[src/uart_irq_pkg.sv]
// Register map, field layout, interrupt codes and trigger tables of the UART interrupt block
// Behaviour
// - Line-status enable: overrun interrupts at once, other errors when at holding position.
// - Error-timing bit set: receive errors interrupt when the character enters the FIFO.
// - Enable bit 3 gates the modem-status interrupt; off after reset.
// - Enable bit 4 is sleep; bits 7:4 writable only with enhanced functions on.
// - Enable bit 5 gates the flow-control stop character interrupt; off after reset.
// - Enable bit 6 with auto request-to-send: interrupt on its low-to-high edge.
// - Enable bit 7 with auto clear-to-send: interrupt on its low-to-high edge.
// - Status read shows only the highest pending source; others except wakeup stay queued.
// - Status codes: 06,0C,04,02,00,10,20 in priority order; 01 when none or wakeup.
// - Receive timeout after four characters plus twelve bits; holding read clears it.
// - Transmit ready on trigger or empty; cleared by status read or holding write.
// - Modem read clears modem and flow-edge interrupts; line read clears line interrupt.
// - Receive ready follows trigger level and clears once level drops below it.
// - Status read clears flow characters; special character also clears on next character.
// - Wakeup interrupt on leaving sleep, enabled by FIFO control bit 3, status read clears.
// - Status bits 7:6 read 11 with FIFOs enabled, 00 when disabled.
// - Modem-status interrupt raised when any modem delta bit 3:0 is set.
// - FIFO control bits 1/2 reset receive/transmit FIFO pointers and self-clear.
// - Transmit interrupt when level falls below trigger, or on empty if never above.
// - Receive interrupt when the receive level crosses the selected trigger.
// - Table selector picks tables A to C or the programmed levels; both directions share it.
// - Enable bit 1 set while transmit side empty interrupts immediately.
package uart_irq_pkg;
	localparam logic [2:0] IDX_IE = 3'h0;
	localparam logic [2:0] IDX_IS = 3'h1;
	localparam logic [2:0] IDX_FC = 3'h2;
	localparam logic [2:0] IDX_LS = 3'h3;
	localparam logic [2:0] IDX_MS = 3'h4;
	localparam int IE_RX    = 0;
	localparam int IE_TX    = 1;
	localparam int IE_LS    = 2;
	localparam int IE_MS    = 3;
	localparam int IE_SLEEP = 4;
	localparam int IE_FLOW  = 5;
	localparam int IE_RTS   = 6;
	localparam int IE_CTS   = 7;
	localparam int FC_EN    = 0;
	localparam int FC_RXRST = 1;
	localparam int FC_TXRST = 2;
	localparam int FC_WAKE  = 3;
	localparam logic [7:0] IE_RESET = 8'h00;
	localparam logic [7:0] FC_RESET = 8'h00;
	localparam logic [7:0] ENH_MASK = 8'hF0;
	localparam logic [5:0] CODE_LS   = 6'h06;
	localparam logic [5:0] CODE_TO   = 6'h0C;
	localparam logic [5:0] CODE_RX   = 6'h04;
	localparam logic [5:0] CODE_TX   = 6'h02;
	localparam logic [5:0] CODE_MS   = 6'h00;
	localparam logic [5:0] CODE_FLOW = 6'h10;
	localparam logic [5:0] CODE_CR   = 6'h20;
	localparam logic [5:0] CODE_NONE = 6'h01;
	localparam logic [1:0] TBL_A = 2'h0;
	localparam logic [1:0] TBL_B = 2'h1;
	localparam logic [1:0] TBL_C = 2'h2;
	localparam logic [27:0] RX_TAB_A = {7'h0E, 7'h08, 7'h04, 7'h01};
	localparam logic [27:0] RX_TAB_B = {7'h1C, 7'h18, 7'h10, 7'h08};
	localparam logic [27:0] RX_TAB_C = {7'h3C, 7'h38, 7'h10, 7'h08};
	localparam logic [27:0] TX_TAB_A = {7'h01, 7'h01, 7'h01, 7'h01};
	localparam logic [27:0] TX_TAB_B = {7'h1E, 7'h18, 7'h08, 7'h10};
	localparam logic [27:0] TX_TAB_C = {7'h38, 7'h20, 7'h10, 7'h08};
	localparam logic [7:0] TO_CHARS = 8'h04;
	localparam logic [7:0] TO_BITS  = 8'h0C;
endpackage
[src/uart_irq_ctrl.sv]
// Interrupt enable, prioritised interrupt status and FIFO control of the UART
module uart_irq_ctrl #(
	parameter int LVL_W = 7
) (
	input  wire logic             sys_clk,
	input  wire logic             reset,
	input  wire logic [4:0]       avs_address,
	input  wire logic             avs_read,
	input  wire logic             avs_write,
	input  wire logic [31:0]      avs_writedata,
	output logic      [31:0]      avs_readdata,
	output logic                  avs_waitrequest,
	input  wire logic             enh_enable,
	input  wire logic             auto_rts_en,
	input  wire logic             auto_cts_en,
	input  wire logic             err_on_entry,
	input  wire logic [1:0]       trig_table,
	input  wire logic [LVL_W-1:0] trg_rx_prog,
	input  wire logic [LVL_W-1:0] trg_tx_prog,
	input  wire logic [LVL_W-1:0] rx_level,
	input  wire logic [LVL_W-1:0] tx_level,
	input  wire logic             rx_push,
	input  wire logic             rx_err_entry,
	input  wire logic             rx_err_head,
	input  wire logic             overrun_evt,
	input  wire logic [7:0]       line_status_in,
	input  wire logic [3:0]       msr_delta_evt,
	input  wire logic             xon_xoff_evt,
	input  wire logic             special_evt,
	input  wire logic             rts_n_out,
	input  wire logic             cts_n_pin,
	input  wire logic             bit_tick,
	input  wire logic [3:0]       char_bits,
	input  wire logic             rhr_read,
	input  wire logic             thr_write,
	input  wire logic             wake_evt,
	output logic                  irq,
	output logic                  sleep_en,
	output logic                  fifo_en,
	output logic                  rx_fifo_reset,
	output logic                  tx_fifo_reset,
	output logic      [LVL_W-1:0] rx_trig,
	output logic      [LVL_W-1:0] tx_trig
);
	if (LVL_W != 7) begin : g_lvl_check
		$error("LVL_W must be 7 to hold trigger levels up to 64");
	end

	logic [7:0]       ie_r;
	logic [7:0]       fc_r;
	logic [3:0]       ms_r;
	logic             ack_r;
	logic             ls_pend_r;
	logic             to_pend_r;
	logic             tx_pend_r;
	logic             flow_pend_r;
	logic             spec_pend_r;
	logic             cr_pend_r;
	logic             wake_pend_r;
	logic [7:0]       to_cnt_r;
	logic             to_done_r;
	logic             tx_below_r;
	logic             tx_empty_r;
	logic             rts_d_r;
	logic             cts_s1_r;
	logic             cts_s2_r;
	logic             cts_d_r;
	logic [5:0]       src_r;
	logic             irq_r;
	logic [31:0]      rdata_r;
	logic [5:0]       src_nxt;
	logic [6:0]       pend;
	logic             rx_cond;
	logic             tx_evt;
	logic             acc_rd;
	logic             acc_wr;
	logic [2:0]       idx;
	logic [7:0]       to_limit;
	logic [LVL_W-1:0] rx_trig_nxt;
	logic [LVL_W-1:0] tx_trig_nxt;

	function automatic logic [LVL_W-1:0] pick(input logic [27:0] tab, input logic [1:0] sel);
		pick = tab[7 * sel +: 7];
	endfunction

	function automatic logic [LVL_W-1:0] trig_lookup(input logic [1:0] tbl, input logic [1:0] sel,
		input logic tx, input logic [LVL_W-1:0] prog);
		case (tbl)
			uart_irq_pkg::TBL_A: trig_lookup = pick(tx ? uart_irq_pkg::TX_TAB_A
				: uart_irq_pkg::RX_TAB_A, sel);
			uart_irq_pkg::TBL_B: trig_lookup = pick(tx ? uart_irq_pkg::TX_TAB_B
				: uart_irq_pkg::RX_TAB_B, sel);
			uart_irq_pkg::TBL_C: trig_lookup = pick(tx ? uart_irq_pkg::TX_TAB_C
				: uart_irq_pkg::RX_TAB_C, sel);
			default: trig_lookup = prog;
		endcase
	endfunction

	// Bus: one wait cycle, then the access completes; side effects only on that edge
	assign avs_waitrequest = (avs_read | avs_write) & ~ack_r;
	assign acc_rd = avs_read & ack_r;
	assign acc_wr = avs_write & ack_r;
	assign idx = avs_address[4:2];
	assign avs_readdata = rdata_r;

	always_ff @(posedge sys_clk) begin
		if (reset)
			ack_r <= 1'b0;
		else
			ack_r <= (avs_read | avs_write) & ~ack_r;
	end

	// Enhanced enables cannot change while enhanced functions are off
	always_ff @(posedge sys_clk) begin
		if (reset)
			ie_r <= uart_irq_pkg::IE_RESET;
		else if (acc_wr && idx == uart_irq_pkg::IDX_IE)
			ie_r <= enh_enable ? avs_writedata[7:0]
				: (ie_r & uart_irq_pkg::ENH_MASK) | (avs_writedata[7:0] & ~uart_irq_pkg::ENH_MASK);
	end

	// A write without the enable bit only switches the FIFOs off
	always_ff @(posedge sys_clk) begin
		if (reset) begin
			fc_r <= uart_irq_pkg::FC_RESET;
		end else if (acc_wr && idx == uart_irq_pkg::IDX_FC) begin
			if (avs_writedata[uart_irq_pkg::FC_EN]) begin
				fc_r[7:6] <= avs_writedata[7:6];
				if (enh_enable)
					fc_r[5:3] <= avs_writedata[5:3];
				fc_r[2:0] <= 3'h1;
			end else begin
				fc_r[uart_irq_pkg::FC_EN] <= 1'b0;
			end
		end
	end

	always_ff @(posedge sys_clk) begin
		if (reset) begin
			rx_fifo_reset <= 1'b0;
			tx_fifo_reset <= 1'b0;
		end else begin
			rx_fifo_reset <= acc_wr && idx == uart_irq_pkg::IDX_FC
				&& avs_writedata[uart_irq_pkg::FC_EN] && avs_writedata[uart_irq_pkg::FC_RXRST];
			tx_fifo_reset <= acc_wr && idx == uart_irq_pkg::IDX_FC
				&& avs_writedata[uart_irq_pkg::FC_EN] && avs_writedata[uart_irq_pkg::FC_TXRST];
		end
	end

	assign fifo_en = fc_r[uart_irq_pkg::FC_EN];
	assign sleep_en = ie_r[uart_irq_pkg::IE_SLEEP];
	assign rx_trig_nxt = trig_lookup(trig_table, fc_r[7:6], 1'b0, trg_rx_prog);
	assign tx_trig_nxt = trig_lookup(trig_table, fc_r[5:4], 1'b1, trg_tx_prog);

	always_ff @(posedge sys_clk) begin
		if (reset) begin
			rx_trig <= pick(uart_irq_pkg::RX_TAB_A, 2'h0);
			tx_trig <= pick(uart_irq_pkg::TX_TAB_A, 2'h0);
		end else begin
			rx_trig <= rx_trig_nxt;
			tx_trig <= tx_trig_nxt;
		end
	end

	// Clear-to-send arrives from a pin
	// Reset high: a line already high after reset must not look like a rise
	always_ff @(posedge sys_clk) begin
		if (reset) begin
			cts_s1_r <= 1'b1;
			cts_s2_r <= 1'b1;
			cts_d_r <= 1'b1;
			rts_d_r <= 1'b1;
		end else begin
			cts_s1_r <= cts_n_pin;
			cts_s2_r <= cts_s1_r;
			cts_d_r <= cts_s2_r;
			rts_d_r <= rts_n_out;
		end
	end

	// Sticky sources: in every one the set term wins over a clear in the same cycle
	always_ff @(posedge sys_clk) begin
		if (reset)
			ls_pend_r <= 1'b0;
		else if (overrun_evt || (err_on_entry ? rx_err_entry : rx_err_head))
			ls_pend_r <= 1'b1;
		else if (acc_rd && idx == uart_irq_pkg::IDX_LS)
			ls_pend_r <= 1'b0;
	end

	always_ff @(posedge sys_clk) begin
		if (reset)
			ms_r <= 4'h0;
		else if (acc_rd && idx == uart_irq_pkg::IDX_MS)
			ms_r <= msr_delta_evt;
		else
			ms_r <= ms_r | msr_delta_evt;
	end

	always_ff @(posedge sys_clk) begin
		if (reset)
			cr_pend_r <= 1'b0;
		else if ((auto_rts_en && ie_r[uart_irq_pkg::IE_RTS] && rts_n_out && !rts_d_r)
			|| (auto_cts_en && ie_r[uart_irq_pkg::IE_CTS] && cts_s2_r && !cts_d_r))
			cr_pend_r <= 1'b1;
		else if (acc_rd && idx == uart_irq_pkg::IDX_MS)
			cr_pend_r <= 1'b0;
	end

	// Timeout: restarted by any receive activity, counted in bit ticks
	assign to_limit = uart_irq_pkg::TO_CHARS * {4'h0, char_bits} + uart_irq_pkg::TO_BITS;

	always_ff @(posedge sys_clk) begin
		if (reset) begin
			to_cnt_r <= 8'h00;
			to_done_r <= 1'b0;
		end else if (rx_push || rhr_read || rx_level == '0) begin
			to_cnt_r <= 8'h00;
			to_done_r <= 1'b0;
		end else if (bit_tick && !to_done_r) begin
			to_cnt_r <= to_cnt_r + 8'h01;
			to_done_r <= to_cnt_r + 8'h01 >= to_limit;
		end
	end

	always_ff @(posedge sys_clk) begin
		if (reset)
			to_pend_r <= 1'b0;
		else if (bit_tick && !to_done_r && to_cnt_r + 8'h01 >= to_limit && !rx_push
			&& rx_level != '0 && fifo_en)
			to_pend_r <= 1'b1;
		else if (rhr_read)
			to_pend_r <= 1'b0;
	end

	assign rx_cond = fifo_en ? rx_level >= rx_trig : rx_level != '0;

	// Below-trigger and empty edges cover a reload that never passed the trigger
	always_ff @(posedge sys_clk) begin
		if (reset) begin
			tx_below_r <= 1'b1;
			tx_empty_r <= 1'b1;
		end else begin
			tx_below_r <= tx_level < tx_trig;
			tx_empty_r <= tx_level == '0;
		end
	end

	assign tx_evt = (fifo_en && tx_level < tx_trig && !tx_below_r)
		|| (tx_level == '0 && !tx_empty_r)
		|| (acc_wr && idx == uart_irq_pkg::IDX_IE && avs_writedata[uart_irq_pkg::IE_TX]
			&& !ie_r[uart_irq_pkg::IE_TX] && tx_level == '0);

	always_ff @(posedge sys_clk) begin
		if (reset)
			tx_pend_r <= 1'b0;
		else if (tx_evt)
			tx_pend_r <= 1'b1;
		else if (thr_write || (acc_rd && idx == uart_irq_pkg::IDX_IS && src_r == uart_irq_pkg::CODE_TX))
			tx_pend_r <= 1'b0;
	end

	always_ff @(posedge sys_clk) begin
		if (reset)
			flow_pend_r <= 1'b0;
		else if (xon_xoff_evt)
			flow_pend_r <= 1'b1;
		else if (acc_rd && idx == uart_irq_pkg::IDX_IS && src_r == uart_irq_pkg::CODE_FLOW)
			flow_pend_r <= 1'b0;
	end

	always_ff @(posedge sys_clk) begin
		if (reset)
			spec_pend_r <= 1'b0;
		else if (special_evt)
			spec_pend_r <= 1'b1;
		else if (rx_push || (acc_rd && idx == uart_irq_pkg::IDX_IS && src_r == uart_irq_pkg::CODE_FLOW))
			spec_pend_r <= 1'b0;
	end

	always_ff @(posedge sys_clk) begin
		if (reset)
			wake_pend_r <= 1'b0;
		else if (wake_evt && fc_r[uart_irq_pkg::FC_WAKE])
			wake_pend_r <= 1'b1;
		else if (acc_rd && idx == uart_irq_pkg::IDX_IS)
			wake_pend_r <= 1'b0;
	end

	// Enabled view of each source except wakeup, highest priority in bit 6
	assign pend = {ls_pend_r & ie_r[uart_irq_pkg::IE_LS],
		to_pend_r & ie_r[uart_irq_pkg::IE_RX],
		rx_cond & ie_r[uart_irq_pkg::IE_RX],
		tx_pend_r & ie_r[uart_irq_pkg::IE_TX],
		(|ms_r) & ie_r[uart_irq_pkg::IE_MS],
		(flow_pend_r | spec_pend_r) & ie_r[uart_irq_pkg::IE_FLOW] & enh_enable,
		cr_pend_r & (ie_r[uart_irq_pkg::IE_RTS] | ie_r[uart_irq_pkg::IE_CTS]) & enh_enable};

	always_comb begin
		if (pend[6])
			src_nxt = uart_irq_pkg::CODE_LS;
		else if (pend[5])
			src_nxt = uart_irq_pkg::CODE_TO;
		else if (pend[4])
			src_nxt = uart_irq_pkg::CODE_RX;
		else if (pend[3])
			src_nxt = uart_irq_pkg::CODE_TX;
		else if (pend[2])
			src_nxt = uart_irq_pkg::CODE_MS;
		else if (pend[1])
			src_nxt = uart_irq_pkg::CODE_FLOW;
		else if (pend[0])
			src_nxt = uart_irq_pkg::CODE_CR;
		else
			src_nxt = uart_irq_pkg::CODE_NONE;
	end

	// Snapshot taken in the wait cycle so the clear matches what the host saw
	always_ff @(posedge sys_clk) begin
		if (reset) begin
			src_r <= uart_irq_pkg::CODE_NONE;
			rdata_r <= 32'h0000_0000;
		end else if (avs_read && !ack_r) begin
			src_r <= src_nxt;
			case (idx)
				uart_irq_pkg::IDX_IE: rdata_r <= {24'h00_0000, ie_r};
				uart_irq_pkg::IDX_IS: rdata_r <= {24'h00_0000, {2{fifo_en}}, src_nxt};
				uart_irq_pkg::IDX_LS: rdata_r <= {24'h00_0000, line_status_in};
				uart_irq_pkg::IDX_MS: rdata_r <= {28'h000_0000, ms_r};
				default: rdata_r <= 32'h0000_0000;
			endcase
		end
	end

	always_ff @(posedge sys_clk) begin
		if (reset)
			irq_r <= 1'b0;
		else
			irq_r <= (|pend) | wake_pend_r;
	end

	assign irq = irq_r;
endmodule

[config.mk]
export PLATFORM = sky130hd
export DESIGN_NAME = uart_irq_ctrl
export DESIGN_NICKNAME = d
export VERILOG_FILES = /design/src/uart_irq_pkg.sv /design/src/uart_irq_ctrl.sv
export SDC_FILE = /design/constraint.sdc
export NUM_CORES = 1
export LEC_CHECK = 0
export BUFFER_PORTS_ARGS = -buffer_cell sky130_fd_sc_hd__buf_2
export CORE_MARGIN = 2
export CORE_UTILIZATION = 30
export CTS_CLUSTER_SIZE = 24
export DETAILED_ROUTE_END_ITERATION = 10
export GPL_ROUTABILITY_DRIVEN = 0
export PLACE_DENSITY = 0.59
export SYNTH_ARGS = -nofsm -noshare
export SYNTH_HDL_FRONTEND = slang
export SYNTH_SLANG_ARGS = --single-unit
[constraint.sdc]
create_clock -name sys_clk -period 6.8 [get_ports sys_clk]
set_clock_uncertainty 0.05 [all_clocks]
set_input_delay 1.36 -clock sys_clk [delete_from_list [all_inputs] [get_ports sys_clk]]
set_output_delay 1.36 -clock sys_clk [all_outputs]
set_load 0.02 [all_outputs]
Yosys cells after proc, flatten, opt, wreduce, memory -nomap -nowiden:

Index checks and enable logic that the tools add are counted.

* register bits: 96
* bits in latches: 0
* memory bits (writable): 0
* memory bits (read-only): 0
* input port bits: 103
* logic and storage cells: 159
* memories: 0

* $add $sub $neg: 2
* multiply operators: 2
* div/mod/pow operators: 0
* order comparisons: 3
* equal/unequal tests: 8
* shift-type cells: 6
* multiplexer cells: 29
* bitwise gates (word level): 19
* reduce and logical (&&, ||, !) cells: 62

Operators with widths (number)
* 28-bit by 6-bit indexed part select with 7-bit output, first input constant: 6
* 6-bit two-way mux: 7
* 7-bit one-hot mux with 3 select lines: 2
* 8-bit one-hot mux with 4 select lines: 1
* 1-bit logical AND: 29
* 1-bit two-way mux: 17
* 7-bit logical NOT: 2
* 2-bit nonzero test: 7
* 1-bit AND: 12
* 3-bit by 2-bit multiplier with 5-bit output, first input constant: 2
* 8-bit by 1-bit adder with 8-bit output, second input constant: 1
* 8-bit by 7-bit >= comparator with 1-bit output: 1
* 1-bit logical NOT: 8
* 1-bit logical OR: 8
* 8-bit two-way mux: 1
* 8-bit by 4-bit OR with 8-bit output: 1
* 6-bit by 4-bit adder with 7-bit output, second input constant: 1
* 7-bit >= comparator: 1
* 7-bit less-than comparator: 1
* 7-bit nonzero test: 1
* 7-bit OR reduction: 1
* 3-bit by 2-bit equality test with 1-bit output, second input constant: 2
* 6-bit by 2-bit equality test with 1-bit output, second input constant: 1
* 6-bit by 5-bit equality test with 1-bit output, second input constant: 1
* 14 further kinds: 17

Logic depth before layout (Yosys ltp):

Gate-level depths: netlist (run 1).

* depth in word-level cells: 11
* gate-level depth with buffers: 10
* mapped depth without buffers: 10

Worst setup path after synthesis (run 1):

Ideal clock, no wire load.

* kind: in2out
* start point: input avs_write
* end point: output avs_waitrequest
* arrival: 1676 ps
* data required time: 5390 ps
* slack: 3714 ps
* stages: 2
* buffers on the path: 0
* path through: nor2_1 nor2_1

* cells in the longest elaborated chain, start to end: 2

RTL lines
* start: declaration: RTL line uart_irq_ctrl.sv:9 `input wire logic avs_write,`
* 1-bit OR: RTL line uart_irq_ctrl.sv:100 `assign avs_waitrequest = (avs_read | avs_write) & ~ack_r;`
* 1-bit AND: RTL line uart_irq_ctrl.sv:100
* end: declaration: RTL line uart_irq_ctrl.sv:12 `output logic avs_waitrequest,`

No other way between the ends.

Worst setup path in the final report (run 1):

* start point: input avs_read
* end point: output avs_waitrequest

* cells in the longest elaborated chain, start to end: 2

RTL lines
* start: declaration: RTL line uart_irq_ctrl.sv:8 `input wire logic avs_read,`
* 1-bit OR: RTL line uart_irq_ctrl.sv:100
* 1-bit AND: RTL line uart_irq_ctrl.sv:100

No other way between the ends.

==> results.cfg, run 1 <==
[timing]
rsz0062_at_grt = false
period_share_pct = 47.7
post-route-min-period_ps = 3250
setup_viol = 0
finalMaxSlewViolations = 0
fin_tns_setup_ps = 0
hold_viol = 0
worstMarginPinSlew_ps = 747
timing.fmax_mhz = 308
max_slew_margin_pct = 49.8

[yosys]
yosysUniqueCellTypes = 57
netlist_area_sq_mm = 0.00387
synth-async-reset-ratio_pct = 0
synth_edf_count = 0
ys_ff_latch = 72
syn_inst = 460
avgSynthCellArea_sq_um = 8.41
synth_flop_cell = dfxtp_1
synth_area_leaders = dfxtp_1 (37%), ha_1 (8.1%), nor2_1 (6.1%), buf_4 (4.7%), a21oi_1 (4.5%)
synth_top_area_share_pct = 37.3
synth.yosys.seq_area_share_pct = 37.3
synth_warnings = 0
yosysTopAreaCell = dfxtp_1

[clock_network]
clk_path_buf_depth = 2
numCtsBuffers = 9
h-tree-depth = 3
worstSkewPairLatency_ps = 330
post_cts_buffers = 0
cts_tree = yes
holdBufCountCts = 0
cts-root-buf = clkbuf_16
cts_resized = 0
clkTransAtPathRegs_ps = 50
cts_sinks = 72

[drt]
highest_layer = met4
dr_wl_met2_mm = 4.94
drt-met1-wl_mm = 4.26
dr_wl_met3_um = 732
drt.antenna.violating_nets = 0
via_count = 3441
post-route-drc-count = 0
wl_mm = 10.2
dr.pass1.iters = 4
first_iter_violations = 110
viasPerCell = 4.69
routedWlPerCell_um = 13.8

[final_layout]
fill_cells = 1337
multi_input_area_sq_mm = 0.00217
layout_common_cells = buf_2 (104), dfxtp_1 (72), nor2_1 (63)
drive_above_1_share_pct = 24.4
regArea_sq_mm = 0.00144
syn_to_final_growth_pct = 22.2
final_common_cell = buf_2
fin_cells = 733
diodes = 0
nNetsFinal = 685

[global_routing]
gr-usage-all-layers_pct = 15.0
grt_pass1_wl_mm = 16.5
antenna_found_initial = 1
grt_overflow_total = 0
grt_max_degree = 66
grt_pass1_vias = 3459

[place]
dp_hpwl_mm = 8.01
portBuffers = 104
dp.cells = 718

[worst_setup_path]
worstRegToRegCells = 9
worstPathArrival_ps = 1840
critPathRequiredTime_ps = 5390
crit_chain = buf_2, nor2_1, nor2_1, buf_2
cp_slowest_cell = buf_2
worstSetupPathType = primary input to output port
worstPathMaxFanout = 6
slowest_delay_ps = 160
timing.rr.start = to_cnt_r[0]$_SDFFE_PP0P_
r2r-end = to_pend_r$_SDFFE_PP0P_
startpoint_type = primary input
end_kind = output port
rrSetupSlack_ps = 4380

[die]
core_sq_mm = 0.0126
die_x_um = 118
io_pins = 155
initial_core_util_pct = 30.7
die_h_um = 118
dieArea_sq_mm = 0.0138
fp-row-count = 41

[outcome]
status = finished clean

[worst_hold_path]
holdPathStages = 1
hp-class = flip-flop to flip-flop
hold_start = cts_s1_r$_SDFF_PP1_
min_to = cts_s2_r$_SDFF_PP1_

[pwr]
power.density_mw_per_mm2 = 216
peakVddDrop_mv = 0.181
p_leak_nw = 2.04

[flow_run]
drv_cap = 0
## worst max-delay path by stage
stage	slack (ps)	startpoint	to
CTS	3560	avs_read	avs_waitrequest
global route	3500	avs_read	avs_waitrequest
global placement	3510	char_bits[0]	to_pend_r$_SDFFE_PP0P_
finish	3550	avs_read	avs_waitrequest
detailed placement	3470	char_bits[0]	to_pend_r$_SDFFE_PP0P_
floorplan	3710	avs_write	avs_waitrequest
## through the flow
step / utilization, % / total power, mW / area [sq um] / hold WS [ps] / setup slack (ps)
after floorplan: - / 0.535 / 3960 / 339 / 3710
after global placement: 35.2 / 0.568 / 4440 / 355 / 3510
after detailed placement: 35.2 / 0.571 / 4440 / 360 / 3470
after CTS: 37.4 / 1.03 / 4730 / 374 / 3560
after global routing: 37.4 / 1.07 / 4730 / 379 / 3500
final: 37.4 / 1.02 / 4730 / 374 / 3550
## synth_stat cells (2+ instances only)
cell type	number
o21ai_1	2
ha_1	25
a211oi_1	7
clkbuf_1	10
a2111oi_0	2
xor2_1	4
xnor2_1	11
nand3b_1	5
a21o_1	2
a221o_1	2
nor3_1	10
nand4_1	2
nor2_1	63
nand2_1	45
a31oi_1	4
nand4b_1	3
nor2b_1	4
nor4_1	2
a32oi_1	2
a221oi_1	2
inv_1	23
and3b_1	2
nor4_4	2
buf_1	3
o211ai_1	2
a22oi_1	9
or2_2	7
nor3b_1	3
nand3_1	12
dfxtp_1	72
buf_2	4
or4_1	2
o21ai_0	13
o21a_1	2
nand2b_1	5
a21oi_1	35
buf_4	24
mux2i_1	14
## critical path, delay by kind of cell
family        cells  cell delay, ps
buf+inv           2             290
simple gates      2             180
## sequential cells by signal (all words and copies together) (netlist names), 4 cells and up
signal        count
fc_r              6
avs_readdata      8
ms_r              4
rx_trig           7
to_cnt_r          8
ie_r              8
tx_trig           7
src_r             6
## cells by family (layout without fill, tap and decap cells)
logic type / count (synthesis) / after routing / synth area share (%)
multiplexers: 14 / 14 / 3.62
XOR/XNOR: 15 / 15 / 3.40
buffers and inverters: 65 / 143 / 8.96
adder cells (fa/ha/maj): 25 / 25 / 8.09
AND/OR/NAND/NOR: 173 / 173 / 22.1
other: 1 / 24 / 0.0969
AO/OA/AOI/OAI: 95 / 95 / 16.5
flip-flops: 72 / 72 / 37.3
## power breakdown
group	switching (mW)	internal [mW]	leakage, nW
combinational	0.0754	0.0456	1.30
sequential	0.00789	0.434	0.587
clock	0.166	0.290	0.145
total	0.250	0.769	2.04
## area by class of cell
class | count | area share, %
Multi-Input combinational cell | 346 | 45.9
Sequential cell | 72 | 30.5
Timing Repair Buffer | 105 | 11.2
Clock buffer | 11 | 5.14
Tap cell | 172 | 4.55
Inverter | 23 | 1.83
Clock inverter | 4 | 0.953
## layer usage
metal | global-route usage, % | vias to the layer above
met1 | 16.8 | 1560
met5 | 0 | -
met2 | 26.0 | 118
li1 | - | 1743
met4 | 6.02 | 0
met3 | 5.09 | 20
No activity file was read; power rests on OpenSTA's default activity.
==> run 2, diff against run 1 <==
PLACE_DENSITY = 0.61   (was 0.59)
clock period = 2.78 ns   (was 6.8 ns; I/O delays follow)
==> run 2 against run 1 <==
Critical path type is now flip-flop to flip-flop. Worst setup slack worse by 3200 ps. Clock power up 130%. First-iteration DRC count up 70%. Sequential power up 140%. Die area unchanged. Worst hold slack worse by 17 ps. Non-clock buffer count up 4. Largest power group is now sequential cells.
==> results.cfg, run 2 (synthesized netlist as in run 1, its figures left out) <==
[drt]
dr.pass1.iters = 4
viasPerCell = 4.72
via_count = 3491
first_iter_violations = 187
wl_mm = 10.1
post-route-drc-count = 0
drt.antenna.violating_nets = 0
routedWlPerCell_um = 13.7

[final_layout]
layout_common_cells = buf_2 (104), dfxtp_1 (72), nor2_1 (63)
fin_util_pct = 37.6
drive_above_1_share_pct = 24.9
final_common_cell = buf_2
fill_cells = 1341
nNetsFinal = 689
fin_area_sq_mm = 0.00475
fin_cells = 739
syn_to_final_growth_pct = 22.7

[worst_setup_path]
startpoint_type = flip-flop
timing.rr.start = to_cnt_r[0]$_SDFFE_PP0P_
r2r-end = to_pend_r$_SDFFE_PP0P_
end_kind = flip-flop
worstRegToRegCells = 9
worstPathMaxFanout = 4
worstSetupPathType = flip-flop to flip-flop
critPathRequiredTime_ps = 2950
worstPathArrival_ps = 2590
rrSetupSlack_ps = 360

[global_routing]
grt_max_degree = 28
gr-usage-all-layers_pct = 14.9
grt_pass1_wl_mm = 16.4
antenna_found_initial = 2
grt_pass1_vias = 3366
grt_overflow_total = 0

[pwr]
peakVddDrop_mv = 0.288
p_leak_nw = 2.04
power.density_mw_per_mm2 = 515

[clock_network]
cts_tree = yes
holdBufCountCts = 0
clkTransAtPathRegs_ps = 50
post_cts_buffers = 0
h-tree-depth = 3
cts_sinks = 72
worstSkewPairLatency_ps = 340
numCtsBuffers = 9
clk_path_buf_depth = 2
cts_resized = 0
cts-root-buf = clkbuf_16

[timing]
rsz0062_at_grt = false
max_slew_margin_pct = 53.6
worstMarginPinSlew_ps = 678
period_share_pct = 86.9
post-route-min-period_ps = 2420
fin_tns_setup_ps = 0
fin_hold_ws_ps = 357
setup_viol = 0
hold_viol = 0
finalMaxSlewViolations = 0
timing.fmax_mhz = 414

[outcome]
status = finished clean

[die]
io_pins = 155
initial_core_util_pct = 30.7
die_h_um = 118
die_x_um = 118
fp-row-count = 41
core_sq_mm = 0.0126
dieArea_sq_mm = 0.0138

[worst_hold_path]
hp-class = flip-flop to flip-flop
holdPathStages = 1
min_to = cts_s2_r$_SDFF_PP1_
hold_start = cts_s1_r$_SDFF_PP1_

[place]
dp_hpwl_mm = 8.13
portBuffers = 104
placed_cell_area_sq_mm = 0.00447
dp.cells = 722

[flow_run]
drv_cap = 0
==> run 2: cell types whose count changed in the layout (fill, tap and decap cells not counted), sizes merged <==
| cell | before | now |
|---|---|---|
| clkinvlp | 0 | 2 |
| bufinv | 1 | 0 |
| inv | 23 | 24 |
| diode | 0 | 1 |
| clkbuf | 11 | 12 |
| buf | 105 | 109 |
| clkinv | 3 | 1 |
==> run 2: area by class of cell <==
type                       count  area, sq um  share of cell area, %
antenna                        1         2.50                 0.0527
timing repair buffer         109          558                   11.8
clock buffer                  12          246                   5.19
multi-input combinational    346         2170                   45.7
sequential                    72         1440                   30.4
inverter                      23         86.3                   1.82
tap                          172          215                   4.53
clock inverter                 4         28.8                  0.606
==> run 2: worst max path at each step <==
stage	end	start	depth (start not counted)	slack [ps]
floorplan	to_pend_r$_SDFFE_PP0P_	char_bits[0]	9	570
global placement	to_pend_r$_SDFFE_PP0P_	char_bits[0]	10	310
detailed placement	to_pend_r$_SDFFE_PP0P_	char_bits[0]	10	280
CTS	to_pend_r$_SDFFE_PP0P_	to_cnt_r[0]$_SDFFE_PP0P_	9	380
global route	to_pend_r$_SDFFE_PP0P_	to_cnt_r[1]$_SDFFE_PP0P_	9	140
finish	to_pend_r$_SDFFE_PP0P_	to_cnt_r[0]$_SDFFE_PP0P_	9	360
==> run 2: critical path, stage by stage, from the launching register on <==
cell	delay (ps)
dfxtp_1	380
ha_1	220
nand3_1	180
xnor2_1	180
ha_1	310
nand2_1	60
a21oi_1	40
a2111oi_0	420
o211ai_1	200
a32o_1	270
==> run 2: per-layer routing <==
layer  share of wire [%]  track usage (%)  up-vias
met2                  47             24.9      114
met3                 6.9             5.28       17
met1                  44             17.7     1609
met5                0.13                0        -
met4                 1.8             5.05        2
li1                    -                -     1749
==> run 2: per-stage QoR <==
| step | power, mW | worst slack [ps] |
|---|---|---|
| floorplan | 1.31 | 570 |
| CTS | 2.48 | 379 |
| finish | 2.44 | 365 |
| global route | 2.56 | 141 |
| global placement | 1.39 | 305 |
| detailed placement | 1.40 | 284 |
==> run 2: power by group <==
group | internal, mW | switching [mW] | leakage, nW
registers | 1.06 | 0.0192 | 0.587
logic | 0.114 | 0.186 | 1.32
clock network | 0.630 | 0.434 | 0.129
total | 1.80 | 0.639 | 2.04
==> run 3, diff against run 2 <==
ABC_AREA = 1   (was not set)
PLACE_DENSITY = 0.59   (was 0.61)
clock period = 2.85 ns   (was 2.78 ns; I/O delays follow)
==> run 3 against run 2 <==
Power is 3.1% higher. Largest power group is now clock. Sequential power hardly changed. Worst hold slack worse by 1.6 ps. Maximum frequency is 18% higher. Highest routed layer is now met4. Clock-buffer cell count is 2 lower. First-iteration DRC count is 26% lower. Critical path depth is 3 higher. Non-clock buffer count is 2 lower. Register-to-register slack better by 440 ps. Cell count is 10% higher. Worst setup slack better by 440 ps. Flip-flop and latch count stayed put.
==> results.cfg, run 3 <==
[outcome]
status = finished clean

[drt]
wl_mm = 9.63
via_count = 3570
drt.antenna.violating_nets = 0
viasPerCell = 4.38
post-route-drc-count = 0
routedWlPerCell_um = 11.8
dr.pass1.iters = 5
first_iter_violations = 138

[yosys]
synth_warnings = 0
avgSynthCellArea_sq_um = 7.25
synth_flop_cell = dfxtp_1
synth_common_cells = nand2_1 (87), dfxtp_1 (72), inv_1 (66), nor2_1 (59), a21oi_1 (47)
ys_ff_latch = 72
yosysUniqueCellTypes = 40
synth_mux_area_share_pct = 0
synthSimpleGateAreaFrac_pct = 23.0
synth.most_common_cell = nand2_1
synth_top_area_share_pct = 37.3
synth_top_family_by_area = simple AND/OR/NAND/NOR gates
synth_xor_area_share_pct = 2.04
synth_area_leaders = dfxtp_1 (37%), nand2_1 (8.5%), ha_1 (8.1%), inv_1 (6.4%), a21oi_1 (6.1%)
yosysTopAreaCell = dfxtp_1
netlist_area_sq_mm = 0.00386
synth.yosys.seq_area_share_pct = 37.3
synth_compound_area_share_pct = 15.9
synth_edf_count = 0
synth-async-reset-ratio_pct = 0
synth_fa_ha_area_share_pct = 8.10
syn_inst = 533

[timing]
rsz0062_at_grt = false
period_share_pct = 71.8
hold_viol = 0
post-route-min-period_ps = 2050
timing.fmax_mhz = 489
fin_tns_setup_ps = 0
setup_viol = 0
finalMaxSlewViolations = 0
timing.final.ws_setup_ps = 803
worstMarginPinSlew_ps = 566
max_slew_margin_pct = 61.9

[worst_setup_path]
worstPathArrival_ps = 2200
cp_slowest_cell = dfxtp_1
crit_chain = ha_1, nand3_1, xor2_1, inv_1, ha_1, inv_1, nor2_1, o21a_1, o21ai_1, nand2_1, nand2_1, a21oi_1
worstPathMaxFanout = 4
worstRegToRegCells = 12
timing.rr.start = to_cnt_r[0]$_SDFFE_PP0P_
path_buf_inv = 2
critPathRequiredTime_ps = 3000
cp_top_family = adder cells
end_kind = flip-flop
r2r-end = to_done_r$_SDFFE_PP0P_
slowest_delay_ps = 390
startpoint_type = flip-flop
worstSetupPathType = flip-flop to flip-flop
rrSetupSlack_ps = 800

[clock_network]
h-tree-depth = 3
clkTransAtPathRegs_ps = 60
cts_sinks = 72
cts_tree = yes
numCtsBuffers = 9
post_cts_buffers = 0
clk_path_buf_depth = 2
cts-root-buf = clkbuf_16
holdBufCountCts = 0
cts_resized = 0
worstSkewPairLatency_ps = 330

[die]
io_pins = 155
die_h_um = 117
fp-row-count = 41
die_x_um = 117
core_sq_mm = 0.0126
dieArea_sq_mm = 0.0138
initial_core_util_pct = 30.6

[pwr]
total_power_mw = 2.52
power.density_mw_per_mm2 = 526
peakVddDrop_mv = 0.265
p_leak_nw = 2.27

[final_layout]
fin_cells = 816
fin_util_pct = 38.0
diodes = 0
syn_to_final_growth_pct = 24.0
layout_common_cells = buf_2 (104), nand2_1 (87), dfxtp_1 (72)
nNetsFinal = 767
drive_above_1_share_pct = 23.9
final_common_cell = buf_2

[place]
dp_hpwl_mm = 7.84
dp.cells = 800
pre_cts_slack_ps = 692
portBuffers = 104

[worst_hold_path]
holdPathStages = 1
hp-class = flip-flop to flip-flop
hold_start = cts_s1_r$_SDFF_PP1_
min_to = cts_s2_r$_SDFF_PP1_

[global_routing]
grt_busiest_layer = met2
met3_usage_pct = 2.86
grt_pass1_wl_mm = 16.2
gr-usage-all-layers_pct = 14.4
met2_usage_pct = 23.6
grt_pass1_vias = 3496
grt_max_degree = 35
grt_overflow_total = 0
antenna_found_initial = 1
use_met1_pct = 18.5

[flow_run]
drv_cap = 0
## run 3: metrics by stage
step / area [sq um] / hold slack (ps)
2_1_floorplan: 3950 / 339
3_3_place_gp: 4480 / 341
3_5_place_dp: 4480 / 346
4_1_cts: 4790 / 360
5_1_grt: 4790 / 365
6_report: 4790 / 356
## run 3: worst max path at each step
stage	depth (start not counted)	startpoint	slack, ps	end
2_1_floorplan	10	char_bits[0]	930	to_done_r$_SDFFE_PP0P_
3_3_place_gp	11	char_bits[0]	690	to_done_r$_SDFFE_PP0P_
3_5_place_dp	11	char_bits[0]	690	to_done_r$_SDFFE_PP0P_
4_1_cts	12	to_cnt_r[0]$_SDFFE_PP0P_	780	to_done_r$_SDFFE_PP0P_
5_1_grt	12	to_cnt_r[0]$_SDFFE_PP0P_	600	to_done_r$_SDFFE_PP0P_
6_report	12	to_cnt_r[0]$_SDFFE_PP0P_	800	to_done_r$_SDFFE_PP0P_
## run 3: power by group
| part | switching, mW | internal [mW] |
|---|---|---|
| sequential | 0.0209 | 1.04 |
| combinational | 0.199 | 0.119 |
| clock | 0.435 | 0.704 |
| total | 0.655 | 1.86 |
## run 3: kinds of logic after synthesis
group                      Yosys count
buffers and inverters              115
DFF                                 72
other                                1
adders and majority gates           25
xor gates and xnor gates             9
and+or+nand+nor                    202
AOI/OAI and AO/OA                  109
## run 3: layout make-up
type,instances,area [sq um]
Fill cell,1341,7830
Multi-Input combinational cell,369,1980
Sequential cell,72,1440
Timing Repair Buffer,107,543
Inverter,80,300
Clock buffer,10,239
Tap cell,172,215
Clock inverter,6,67.6
## run 3: per-layer routing
| metal | up-vias | share of wire, % |
|---|---|---|
| met2 | 114 | 45 |
| li1 | 1891 | - |
| met1 | 1550 | 47 |
| met5 | - | 0 |
| met3 | 15 | 5.9 |
| met4 | 0 | 2.5 |
## run 3: worst reg2reg max path, delay by kind of cell (launching register included)
family,cells,cell delay (ps)
flops,1,390
compound gates,3,340
simple gates,4,300
xor+xnor,1,200
buf+inv,2,130
fa+ha+maj,2,520
